==> src/logic/bor_pkg.sv <==
package bor_pkg;

    // ----------------------------------------------------------------
    // register byte addresses (axi4-lite, one aligned word each)
    // ----------------------------------------------------------------
    localparam logic [7:0] ADDR_LEVEL = 8'h00;
    localparam logic [7:0] ADDR_CAUSE = 8'h04;
    localparam logic [7:0] ADDR_IRQ_STATUS = 8'h08;
    localparam logic [7:0] ADDR_IRQ_MASK = 8'h0c;
    localparam logic [7:0] ADDR_STATE = 8'h10;

    // ----------------------------------------------------------------
    // level codes
    // ----------------------------------------------------------------
    localparam logic [7:0] LVL_1V70 = 8'h66;
    localparam logic [7:0] LVL_1V90 = 8'h55;
    localparam logic [7:0] LVL_2V55 = 8'h33;
    localparam logic [7:0] LVL_3V15 = 8'h99;
    localparam logic [7:0] LVL_3V80 = 8'haa;
    localparam logic [7:0] LVL_OFF = 8'hf0;
    localparam logic [7:0] LEVEL_RESET = 8'h66;

    // threshold select encoding sent to the comparator
    localparam logic [2:0] THR_1V70 = 3'h0;
    localparam logic [2:0] THR_1V90 = 3'h1;
    localparam logic [2:0] THR_2V55 = 3'h2;
    localparam logic [2:0] THR_3V15 = 3'h3;
    localparam logic [2:0] THR_3V80 = 3'h4;

    // ----------------------------------------------------------------
    // cause register bit positions
    // ----------------------------------------------------------------
    localparam int CAUSE_WDG = 0;
    localparam int CAUSE_LVL = 1;
    localparam int CAUSE_BOR = 2;
    localparam int CAUSE_RST = 3;

    // interrupt status bit positions
    localparam int IRQ_BOR = 0;
    localparam int IRQ_LVL = 1;
    localparam int IRQ_WDG = 2;

    // ----------------------------------------------------------------
    // timing
    // ----------------------------------------------------------------
    localparam int CLK_MHZ = 100;
    localparam int QUALIFY_TIME_US = 120;
    localparam int QUALIFY_CYCLES = QUALIFY_TIME_US * CLK_MHZ;
    localparam int FAULT_DELAY_US = 50;
    localparam int FAULT_DELAY_CYCLES = FAULT_DELAY_US * CLK_MHZ;
    localparam int RESET_PULSE_CYCLES = 4;

    // axi responses
    localparam logic [1:0] RESP_OKAY = 2'b00;
    localparam logic [1:0] RESP_SLVERR = 2'b10;

    // power modes
    typedef enum logic [1:0]
    {
        PM_FAST = 2'b00,
        PM_SLOW = 2'b01,
        PM_IDLE = 2'b10,
        PM_SLEEP = 2'b11
    } bor_mode_e;

endpackage

==> src/logic/bor_reset_logic.sv <==
// The AXI4-Lite slave port and the register addresses were chosen for this implementation.
`timescale 1ns/10ps
// Summary of operation
// - code 66h gives 1.7V, 55h gives 1.9V
// - codes 33h, 99h, aah give 2.55/3.15/3.8V
// - code f0h disables brownout reset
// - low supply must outlast qualify time
// - qualified brownout sets brownout flag
// - brownout reset keeps level register contents
// - undefined level code: fault flag, delayed reset
// - code fault reset restores level to 66h
// - brownout off in idle or sleep
// - cause bits 3..0 rst,bor,lvl,wdg; upper zero
// - flags set by hardware, cleared by writing zero
// - run-mode timeout: device reset, timeout flag set
// - sleep timeout: clear pc and sp only
// - status flags per reset kind
// - power-on clears watchdog, then counting starts
// - power-on: irqs off, timers off, inputs, pc zero
module bor_reset_logic
    import bor_pkg::*;
#(
    parameter int QUALIFY_CNT = QUALIFY_CYCLES,
    parameter int FAULT_CNT = FAULT_DELAY_CYCLES
)
(
    // clock and reset
    input wire logic aclk,
    input wire logic aresetn,
    input wire logic clk_en,
    // axi4-lite write address
    input wire logic [7:0] s_axi_awaddr,
    input wire logic s_axi_awvalid,
    output logic s_axi_awready,
    // axi4-lite write data
    input wire logic [31:0] s_axi_wdata,
    input wire logic [3:0] s_axi_wstrb,
    input wire logic s_axi_wvalid,
    output logic s_axi_wready,
    // axi4-lite write response
    output logic [1:0] s_axi_bresp,
    output logic s_axi_bvalid,
    input wire logic s_axi_bready,
    // axi4-lite read address
    input wire logic [7:0] s_axi_araddr,
    input wire logic s_axi_arvalid,
    output logic s_axi_arready,
    // axi4-lite read data
    output logic [31:0] s_axi_rdata,
    output logic [1:0] s_axi_rresp,
    output logic s_axi_rvalid,
    input wire logic s_axi_rready,
    // analog comparator
    input wire logic supply_low,
    output logic [2:0] bor_threshold,
    output logic bor_enable,
    // system events
    input wire logic power_on,
    input wire logic [1:0] power_mode,
    input wire logic wdg_timeout,
    input wire logic wdg_code_fault,
    input wire logic rst_code_fault,
    // reset outputs
    output logic full_reset,
    output logic pc_sp_clear,
    output logic wdg_clear,
    output logic periph_init,
    output logic timeout_flag,
    output logic powerdown_flag,
    output logic irq
);

    // ----------------------------------------------------------------
    // level code decode
    // ----------------------------------------------------------------
    function automatic logic code_valid(input logic [7:0] c);
        code_valid = (c == LVL_1V70) || (c == LVL_1V90) || (c == LVL_2V55) ||
                     (c == LVL_3V15) || (c == LVL_3V80) || (c == LVL_OFF);
    endfunction

    logic [7:0] level_r; // brownout_level_register
    logic [3:0] cause_r; // reset_cause_register
    logic [2:0] irq_stat_r;
    logic [2:0] irq_mask_r;
    logic timeout_r;
    logic powerdown_r;

    // supply_low comes from the analog side: three-stage synchroniser
    logic [2:0] low_sync_r;
    wire low_q = low_sync_r[1] & low_sync_r[2];
    wire high_q = ~low_sync_r[1] & ~low_sync_r[2];
    logic low_stable_r;

    wire sleepy = (power_mode == PM_IDLE) || (power_mode == PM_SLEEP);
    wire lvl_ok = code_valid(level_r);
    wire bor_on = (level_r != LVL_OFF) && lvl_ok && !sleepy;

    // threshold encoding; off and undefined codes fall back to the lowest level
    wire [2:0] thr_sel = (level_r == LVL_1V90) ? THR_1V90 :
                         (level_r == LVL_2V55) ? THR_2V55 :
                         (level_r == LVL_3V15) ? THR_3V15 :
                         (level_r == LVL_3V80) ? THR_3V80 : THR_1V70;

    // ----------------------------------------------------------------
    // qualification and fault delay counters
    // ----------------------------------------------------------------
    logic [31:0] qual_cnt_r;
    logic [31:0] fault_cnt_r;
    logic [2:0] pulse_cnt_r;
    // qualified brownout: low held beyond the qualify count
    wire bor_event = bor_on && low_stable_r && (qual_cnt_r == 32'(QUALIFY_CNT));
    wire lvl_event = !lvl_ok && (fault_cnt_r == 32'(FAULT_CNT));
    wire wdg_run = wdg_timeout && !sleepy;
    wire wdg_slp = wdg_timeout && sleepy;
    wire any_full = bor_event | lvl_event | wdg_run | power_on;

    always_ff @(posedge aclk)
    begin
        if (!aresetn)
        begin
            low_sync_r <= 3'h0;
            low_stable_r <= 1'b0;
        end
        else if (clk_en)
        begin
            low_sync_r <= {low_sync_r[1:0], supply_low};
            // a change counts only once stages two and three agree
            if (low_q)
                low_stable_r <= 1'b1;
            else if (high_q)
                low_stable_r <= 1'b0;
        end
    end

    // short low pulses reset the count, so they never reach the limit;
    // the fault delay runs only while the level code is undefined
    always_ff @(posedge aclk)
    begin
        if (!aresetn)
        begin
            qual_cnt_r <= 32'h0;
            fault_cnt_r <= 32'h0;
        end
        else if (clk_en)
        begin
            if (!bor_on || !low_stable_r || bor_event)
                qual_cnt_r <= 32'h0;
            else
                qual_cnt_r <= qual_cnt_r + 32'h1;
            if (lvl_ok || lvl_event)
                fault_cnt_r <= 32'h0;
            else
                fault_cnt_r <= fault_cnt_r + 32'h1;
        end
    end

    // ----------------------------------------------------------------
    // axi4-lite slave
    // ----------------------------------------------------------------
    logic aw_held_r;
    logic w_held_r;
    logic [7:0] aw_addr_r;
    logic [31:0] w_data_r;
    logic [3:0] w_strb_r;
    wire aw_take = s_axi_awvalid && s_axi_awready;
    wire w_take = s_axi_wvalid && s_axi_wready;
    wire aw_have = aw_held_r || aw_take;
    wire w_have = w_held_r || w_take;
    wire [7:0] wr_addr = aw_held_r ? aw_addr_r : s_axi_awaddr;
    wire [31:0] wr_data = w_held_r ? w_data_r : s_axi_wdata;
    wire [3:0] wr_strb = w_held_r ? w_strb_r : s_axi_wstrb;
    wire wr_fire = aw_have && w_have && !s_axi_bvalid;
    wire wr_lane0 = wr_fire && wr_strb[0];
    wire wr_level = wr_lane0 && (wr_addr == ADDR_LEVEL);
    wire wr_cause = wr_lane0 && (wr_addr == ADDR_CAUSE);
    wire wr_istat = wr_lane0 && (wr_addr == ADDR_IRQ_STATUS);
    wire wr_imask = wr_lane0 && (wr_addr == ADDR_IRQ_MASK);
    wire wr_known = (wr_addr == ADDR_LEVEL) || (wr_addr == ADDR_CAUSE) ||
                    (wr_addr == ADDR_IRQ_STATUS) || (wr_addr == ADDR_IRQ_MASK) ||
                    (wr_addr == ADDR_STATE);

    // channel accept: one write in flight, each channel held until pair done
    always_ff @(posedge aclk)
    begin
        if (!aresetn)
        begin
            aw_held_r <= 1'b0;
            w_held_r <= 1'b0;
            aw_addr_r <= 8'h0;
            w_data_r <= 32'h0;
            w_strb_r <= 4'h0;
            s_axi_awready <= 1'b0;
            s_axi_wready <= 1'b0;
            s_axi_bvalid <= 1'b0;
            s_axi_bresp <= RESP_OKAY;
        end
        else if (clk_en)
        begin
            if (aw_take)
                aw_addr_r <= s_axi_awaddr;
            if (w_take)
            begin
                w_data_r <= s_axi_wdata;
                w_strb_r <= s_axi_wstrb;
            end
            aw_held_r <= aw_have && !wr_fire;
            w_held_r <= w_have && !wr_fire;
            s_axi_awready <= !aw_have && !s_axi_bvalid && !s_axi_awready;
            s_axi_wready <= !w_have && !s_axi_bvalid && !s_axi_wready;
            if (wr_fire)
            begin
                s_axi_bvalid <= 1'b1;
                s_axi_bresp <= wr_known ? RESP_OKAY : RESP_SLVERR;
            end
            else if (s_axi_bready)
                s_axi_bvalid <= 1'b0;
        end
    end

    // read side
    wire rd_fire = s_axi_arvalid && s_axi_arready;
    wire rd_known = (s_axi_araddr == ADDR_LEVEL) || (s_axi_araddr == ADDR_CAUSE) ||
                    (s_axi_araddr == ADDR_IRQ_STATUS) || (s_axi_araddr == ADDR_IRQ_MASK) ||
                    (s_axi_araddr == ADDR_STATE);
    wire [31:0] rd_mux = (s_axi_araddr == ADDR_LEVEL) ? {24'h0, level_r} :
                         (s_axi_araddr == ADDR_CAUSE) ? {28'h0, cause_r} :
                         (s_axi_araddr == ADDR_IRQ_STATUS) ? {29'h0, irq_stat_r} :
                         (s_axi_araddr == ADDR_IRQ_MASK) ? {29'h0, irq_mask_r} :
                         (s_axi_araddr == ADDR_STATE) ? {26'h0, power_mode, bor_on, lvl_ok, timeout_r, powerdown_r} :
                         32'h0;

    always_ff @(posedge aclk)
    begin
        if (!aresetn)
        begin
            s_axi_arready <= 1'b0;
            s_axi_rvalid <= 1'b0;
            s_axi_rdata <= 32'h0;
            s_axi_rresp <= RESP_OKAY;
        end
        else if (clk_en)
        begin
            s_axi_arready <= !s_axi_rvalid && !s_axi_arready && !rd_fire;
            if (rd_fire)
            begin
                s_axi_rvalid <= 1'b1;
                s_axi_rdata <= rd_mux;
                s_axi_rresp <= rd_known ? RESP_OKAY : RESP_SLVERR;
            end
            else if (s_axi_rready)
                s_axi_rvalid <= 1'b0;
        end
    end

    // ----------------------------------------------------------------
    // level register and cause flags
    // ----------------------------------------------------------------
    // brownout reset leaves the level untouched; code fault restores it
    always_ff @(posedge aclk)
    begin
        if (!aresetn)
            level_r <= LEVEL_RESET;
        else if (clk_en)
        begin
            if (lvl_event || power_on)
                level_r <= LEVEL_RESET;
            else if (wr_level)
                level_r <= wr_data[7:0];
        end
    end

    // software write of zero clears; any set in the same cycle wins
    wire [3:0] cause_set = {rst_code_fault, bor_event, lvl_event, wdg_code_fault};
    wire [3:0] cause_keep = wr_cause ? (cause_r & wr_data[3:0]) : cause_r;
    always_ff @(posedge aclk)
    begin
        if (!aresetn)
            cause_r <= 4'h0;
        else if (clk_en)
            cause_r <= cause_keep | cause_set;
    end

    // ----------------------------------------------------------------
    // interrupt status and mask (write one to clear)
    // ----------------------------------------------------------------
    wire [2:0] irq_set = {wdg_timeout, lvl_event, bor_event};
    wire [2:0] irq_keep = wr_istat ? (irq_stat_r & ~wr_data[2:0]) : irq_stat_r;
    always_ff @(posedge aclk)
    begin
        if (!aresetn)
        begin
            irq_stat_r <= 3'h0;
            irq_mask_r <= 3'h0;
            irq <= 1'b0;
        end
        else if (clk_en)
        begin
            irq_stat_r <= irq_keep | irq_set;
            if (wr_imask)
                irq_mask_r <= wr_data[2:0];
            irq <= |((irq_keep | irq_set) & irq_mask_r);
        end
    end

    // ----------------------------------------------------------------
    // status flags and reset pulses
    // ----------------------------------------------------------------
    // power-on clears both; brownout leaves both; timeouts per mode
    always_ff @(posedge aclk)
    begin
        if (!aresetn)
        begin
            timeout_r <= 1'b0;
            powerdown_r <= 1'b0;
        end
        else if (clk_en)
        begin
            if (power_on)
            begin
                timeout_r <= 1'b0;
                powerdown_r <= 1'b0;
            end
            else if (wdg_slp)
            begin
                timeout_r <= 1'b1;
                powerdown_r <= 1'b1;
            end
            else if (wdg_run)
                timeout_r <= 1'b1;
        end
    end

    // full reset stretched for a few cycles; pc/sp clear for sleep timeout
    always_ff @(posedge aclk)
    begin
        if (!aresetn)
        begin
            pulse_cnt_r <= 3'h0;
            full_reset <= 1'b0;
            pc_sp_clear <= 1'b0;
            wdg_clear <= 1'b0;
            periph_init <= 1'b0;
            bor_threshold <= THR_1V70;
            bor_enable <= 1'b0;
            timeout_flag <= 1'b0;
            powerdown_flag <= 1'b0;
        end
        else if (clk_en)
        begin
            if (any_full)
                pulse_cnt_r <= 3'(RESET_PULSE_CYCLES);
            else if (pulse_cnt_r != 3'h0)
                pulse_cnt_r <= pulse_cnt_r - 3'h1;
            full_reset <= any_full || (pulse_cnt_r > 3'h1);
            pc_sp_clear <= wdg_slp;
            wdg_clear <= power_on;
            periph_init <= power_on;
            // comparator controls and flags, registered so every output is a flop
            bor_threshold <= thr_sel;
            bor_enable <= bor_on;
            timeout_flag <= timeout_r;
            powerdown_flag <= powerdown_r;
        end
    end

endmodule

==> config.mk <==
export PLATFORM = sky130hd
export DESIGN_NAME = bor_reset_logic
export DESIGN_NICKNAME = d
export VERILOG_FILES = /design/src/logic/bor_pkg.sv /design/src/logic/bor_reset_logic.sv
export SDC_FILE = /design/constraint.sdc
export NUM_CORES = 1
export LEC_CHECK = 0
export ABC_AREA = 1
export BUFFER_PORTS_ARGS = -buffer_cell sky130_fd_sc_hd__buf_2
export CORE_ASPECT_RATIO = 0.8
export CORE_MARGIN = 10
export CORE_UTILIZATION = 52
export DETAILED_ROUTE_END_ITERATION = 7
export PLACE_DENSITY = 0.77
export SLEW_MARGIN = 20
export SYNTH_ARGS = -nofsm -noshare
export SYNTH_HDL_FRONTEND = slang
export SYNTH_SLANG_ARGS = --single-unit
==> constraint.sdc <==
create_clock -name aclk -period 1.9 [get_ports aclk]
set_clock_uncertainty 0.1 [all_clocks]
set_input_delay 0.285 -clock aclk [delete_from_list [all_inputs] [get_ports aclk]]
set_output_delay 0.285 -clock aclk [all_outputs]
set_load 0.01 [all_outputs]
==> results.py <==
metrics = {
    "route": {
        "ant_nets": 0,
        "drc": 0,
        "first_iter_violations": 606,
        "routed_wl_mm": 21.17,
        "num_vias": 7759,
        "routed_via_density": 5.381,
        "drtPass1Iterations": 7,
        "wl_per_cell_um": 14.68,
    },
    "logic_synthesis": {
        "yosys_warnings": 0,
        "synthMostInstantiatedCell": "nand2_1",
        "synthDistinctLibCells": 48,
        "synth-seq-area-share_pct": 37.13,
        "synth_edf_count": 0,
        "yosys_most_used_dff": "dfxtp_1",
        "ys_top_cells_by_area": "dfxtp_1 37%, nand2_1 12%, nor2_1 8.0%, inv_1 6.8%, a21oi_1 5.9%",
        "synth_area_sq_mm": 0.007278,
        "synth_top_area_share_pct": 37.13,
        "synth_area_leader_cell": "dfxtp_1",
        "ys_ff_latch": 135,
        "avgSynthCellArea_sq_um": 6.671,
        "synth_cells": 1091,
        "async_reset_ff_share_pct": 0,
        "synth_commonest_cells": "229 x nand2_1, 156 x nor2_1, 135 x dfxtp_1, 131 x inv_1, 86 x a21oi_1",
    },
    "die": {
        "die_w_um": 152.3,
        "die_h_um": 125.8,
        "die_area_sq_mm": 0.01916,
        "initial_utilization_pct": 53.34,
        "core_area_sq_mm": 0.01365,
        "rows": 38,
        "pin_count": 119,
    },
    "flow_run": {
        "drv_cap": 0,
    },
    "status": {
        "violations": "setup timing",
        "status": "finished with violations",
    },
    "worst_setup_path": {
        "slowest_stage": "dfxtp_2",
        "reg2regPathDepth": 11,
        "cp_common_cell": "nor2_4",
        "critPathTopFamily": "simple AND/OR/NAND/NOR gates",
        "arrival_ps": 2150,
        "worst_setup_path_start_kind": "flop",
        "path_cells": "ha_4 > inv_2 > nor3_4 > nand2_2 > nor2_4 > nand3_4 > nor2_4 > nand3_4 > nor2_4 > xor2_1 > nor2_1",
        "crit_required_ps": 2110,
        "critical_path_buf_inv_count": 1,
        "cp_num_cells": 11,
        "slowest_delay_ps": 360,
        "critical_path_class": "flop to flop",
        "crit_path_end_kind": "flop",
        "cp_max_fo": 5,
    },
    "min_path": {
        "hold_class": "input port to flop",
        "whs_path_depth": 3,
    },
    "placed_design": {
        "dpl.hpwl_mm": 14.24,
        "gp_routability_congestion": 0.9376,
        "dp_cells": 1391,
        "place_area_sq_mm": 0.008249,
        "port_buffers": 65,
    },
    "sta": {
        "rsz0062_at_grt": "yes",
        "post-route-period-util_pct": 101.7,
        "fin_ws_ps": -33.03,
        "tns_ps": -190.0,
        "hold_ws_ps": 26.24,
        "slew_viol_final": 0,
        "setup-violations-final": 9,
        "fmax_mhz": 517.3,
        "period_needed_ps": 1933,
        "finalHoldViolCount": 0,
    },
    "power_and_ir_drop": {
        "peakVddDrop_uv": 759.9,
        "pwr-share-seq_pct": 42.1,
        "clockPowerShare_pct": 48.0,
        "power_frac_comb_pct": 9.9,
        "switching_share_pct": 25.50,
        "power_density_mw_per_mm2": 736.5,
        "netSwitchingPower_mw": 1.791,
        "p_leak_nw": 3.916,
        "p_int_mw": 5.232,
    },
    "grt": {
        "grt_pass1_wl_mm": 32.30,
        "grt_max_degree": 35,
        "antenna_found_initial": 0,
        "grt_pass1_vias": 6864,
        "grt-ovfl-total": 0,
        "grt_usage_pct": 19.51,
    },
    "cells_and_area": {
        "final_nets": 1324,
        "fin_cells": 1442,
        "drive_above_1_share_pct": 26.62,
        "final_area_sq_mm": 0.009537,
        "syn_to_final_growth_pct": 31.03,
        "antenna_cells": 0,
    },
    "clocking": {
        "path_clk_slew_ps": 60,
        "cts_tree": "done",
        "htreeDepth": 4,
        "clock_sinks": 135,
        "clk_latency_ps": 420,
        "cts_buffers": 17,
        "cts-root-buf": "clkbuf_16",
        "clk_path_buf_depth": 2,
    },
}
area by class of cell:
class / count / area [sq um]
Multi-Input combinational cell: 793 / 4319
Clock buffer: 17 / 425.4
Clock inverter: 15 / 175.2
Inverter: 136 / 515.5
Tap cell: 180 / 225.2
Fill cell: 1058 / 4109
Timing Repair Buffer: 166 / 1130
Sequential cell: 135 / 2746
logic make-up (layout without fill, tap and decap cells):
kind of cell,count (synthesis),count (layout),share of synthesized area [%]
XOR/XNOR,23,23,2.768
flip-flops,135,135,37.13
buffers and inverters,190,334,11.36
AO/OA/AOI/OAI,178,178,13.31
other,1,26,0.05152
AND/OR/NAND/NOR,556,558,34.00
adder cells (fa/ha/maj),8,8,1.375
what timing repair did:
item,CTS,global route
buffers inserted,0,16
pin swaps,1,45
gates cloned,0,3
endpoints found under the setup margin,32,86
gates resized for setup,17,156
hold buffers,0,0
tightest hold or removal path: cells and delay by family:
family / cells / cell delay [ps]
AOI/OAI and AO/OA: 1 / 70
buffers and inverters: 1 / 80
and+or+nand+nor: 1 / 80
sequential cells by signal, summed over array words and instances (netlist names), 3 cells and up:
signal	flops
bor_threshold	3
fault_cnt_r	32
cause_r	4
irq_mask_r	3
low_sync_r	3
level_r	8
irq_stat_r	3
w_data_r	8
aw_addr_r	8
qual_cnt_r	32
s_axi_rdata	8
pulse_cnt_r	3
layer usage:
layer,routed length (um),global-route usage [%],part of all wire (%),up-vias
li1,-,-,-,3864
met1,9393,26.32,44,3538
met2,9885,30.47,47,319
met3,1552,4.422,7.3,38
met4,341,5.766,1.6,0
met5,0,0,0,-
final timing paths:
| path | slack (ps) | from | to |
|---|---|---|---|
| setup / recovery | -30 | qual_cnt_r[0]$_SDFFE_PN0P_ | qual_cnt_r[20]$_SDFFE_PN0P_ |
| hold / removal | 30 | power_mode[0] | s_axi_rdata[4]$_SDFFE_PN0P_ |
| setup reg to reg | -30 | qual_cnt_r[0]$_SDFFE_PN0P_ | qual_cnt_r[20]$_SDFFE_PN0P_ |
| hold reg to reg | 350 | w_data_r[7]$_SDFFE_PN0P_ | w_data_r[7]$_SDFFE_PN0P_ |
power by group through the flow:
stage                     clock network, mW  logic (mW)  registers [mW]
after global placement                    0       0.567            3.01
after detailed placement                  0       0.576            3.01
final                                  3.37       0.698            2.96
after CTS                              3.39       0.585            2.96
after global routing                   3.51       0.770            2.96
after floorplan                           0       0.378            3.01
through the flow:
stage	util (%)	power (mW)	setup WS, ps
detailed placement	60.45	3.591	-58.87
global placement	60.45	3.579	-15.44
floorplan	-	3.391	55.67
finish	69.89	7.023	-33.03
global route	69.89	7.243	-148.3
CTS	65.04	6.929	-11.41
cells in the final DEF (no fill, tap or decap), types with 19 or more instances in the layout:
cell and instances:
a21oi_1 80, buf_2 65, buf_4 92, conb_1 26, dfxtp_1 116, inv_1 124
nand2_1 201, nand2_2 23, nand3_1 45, nand4_1 39, nor2_1 135, nor3_1 32
o21ai_0 49, xor2_1 19
Power figures use the tool's default switching activity.
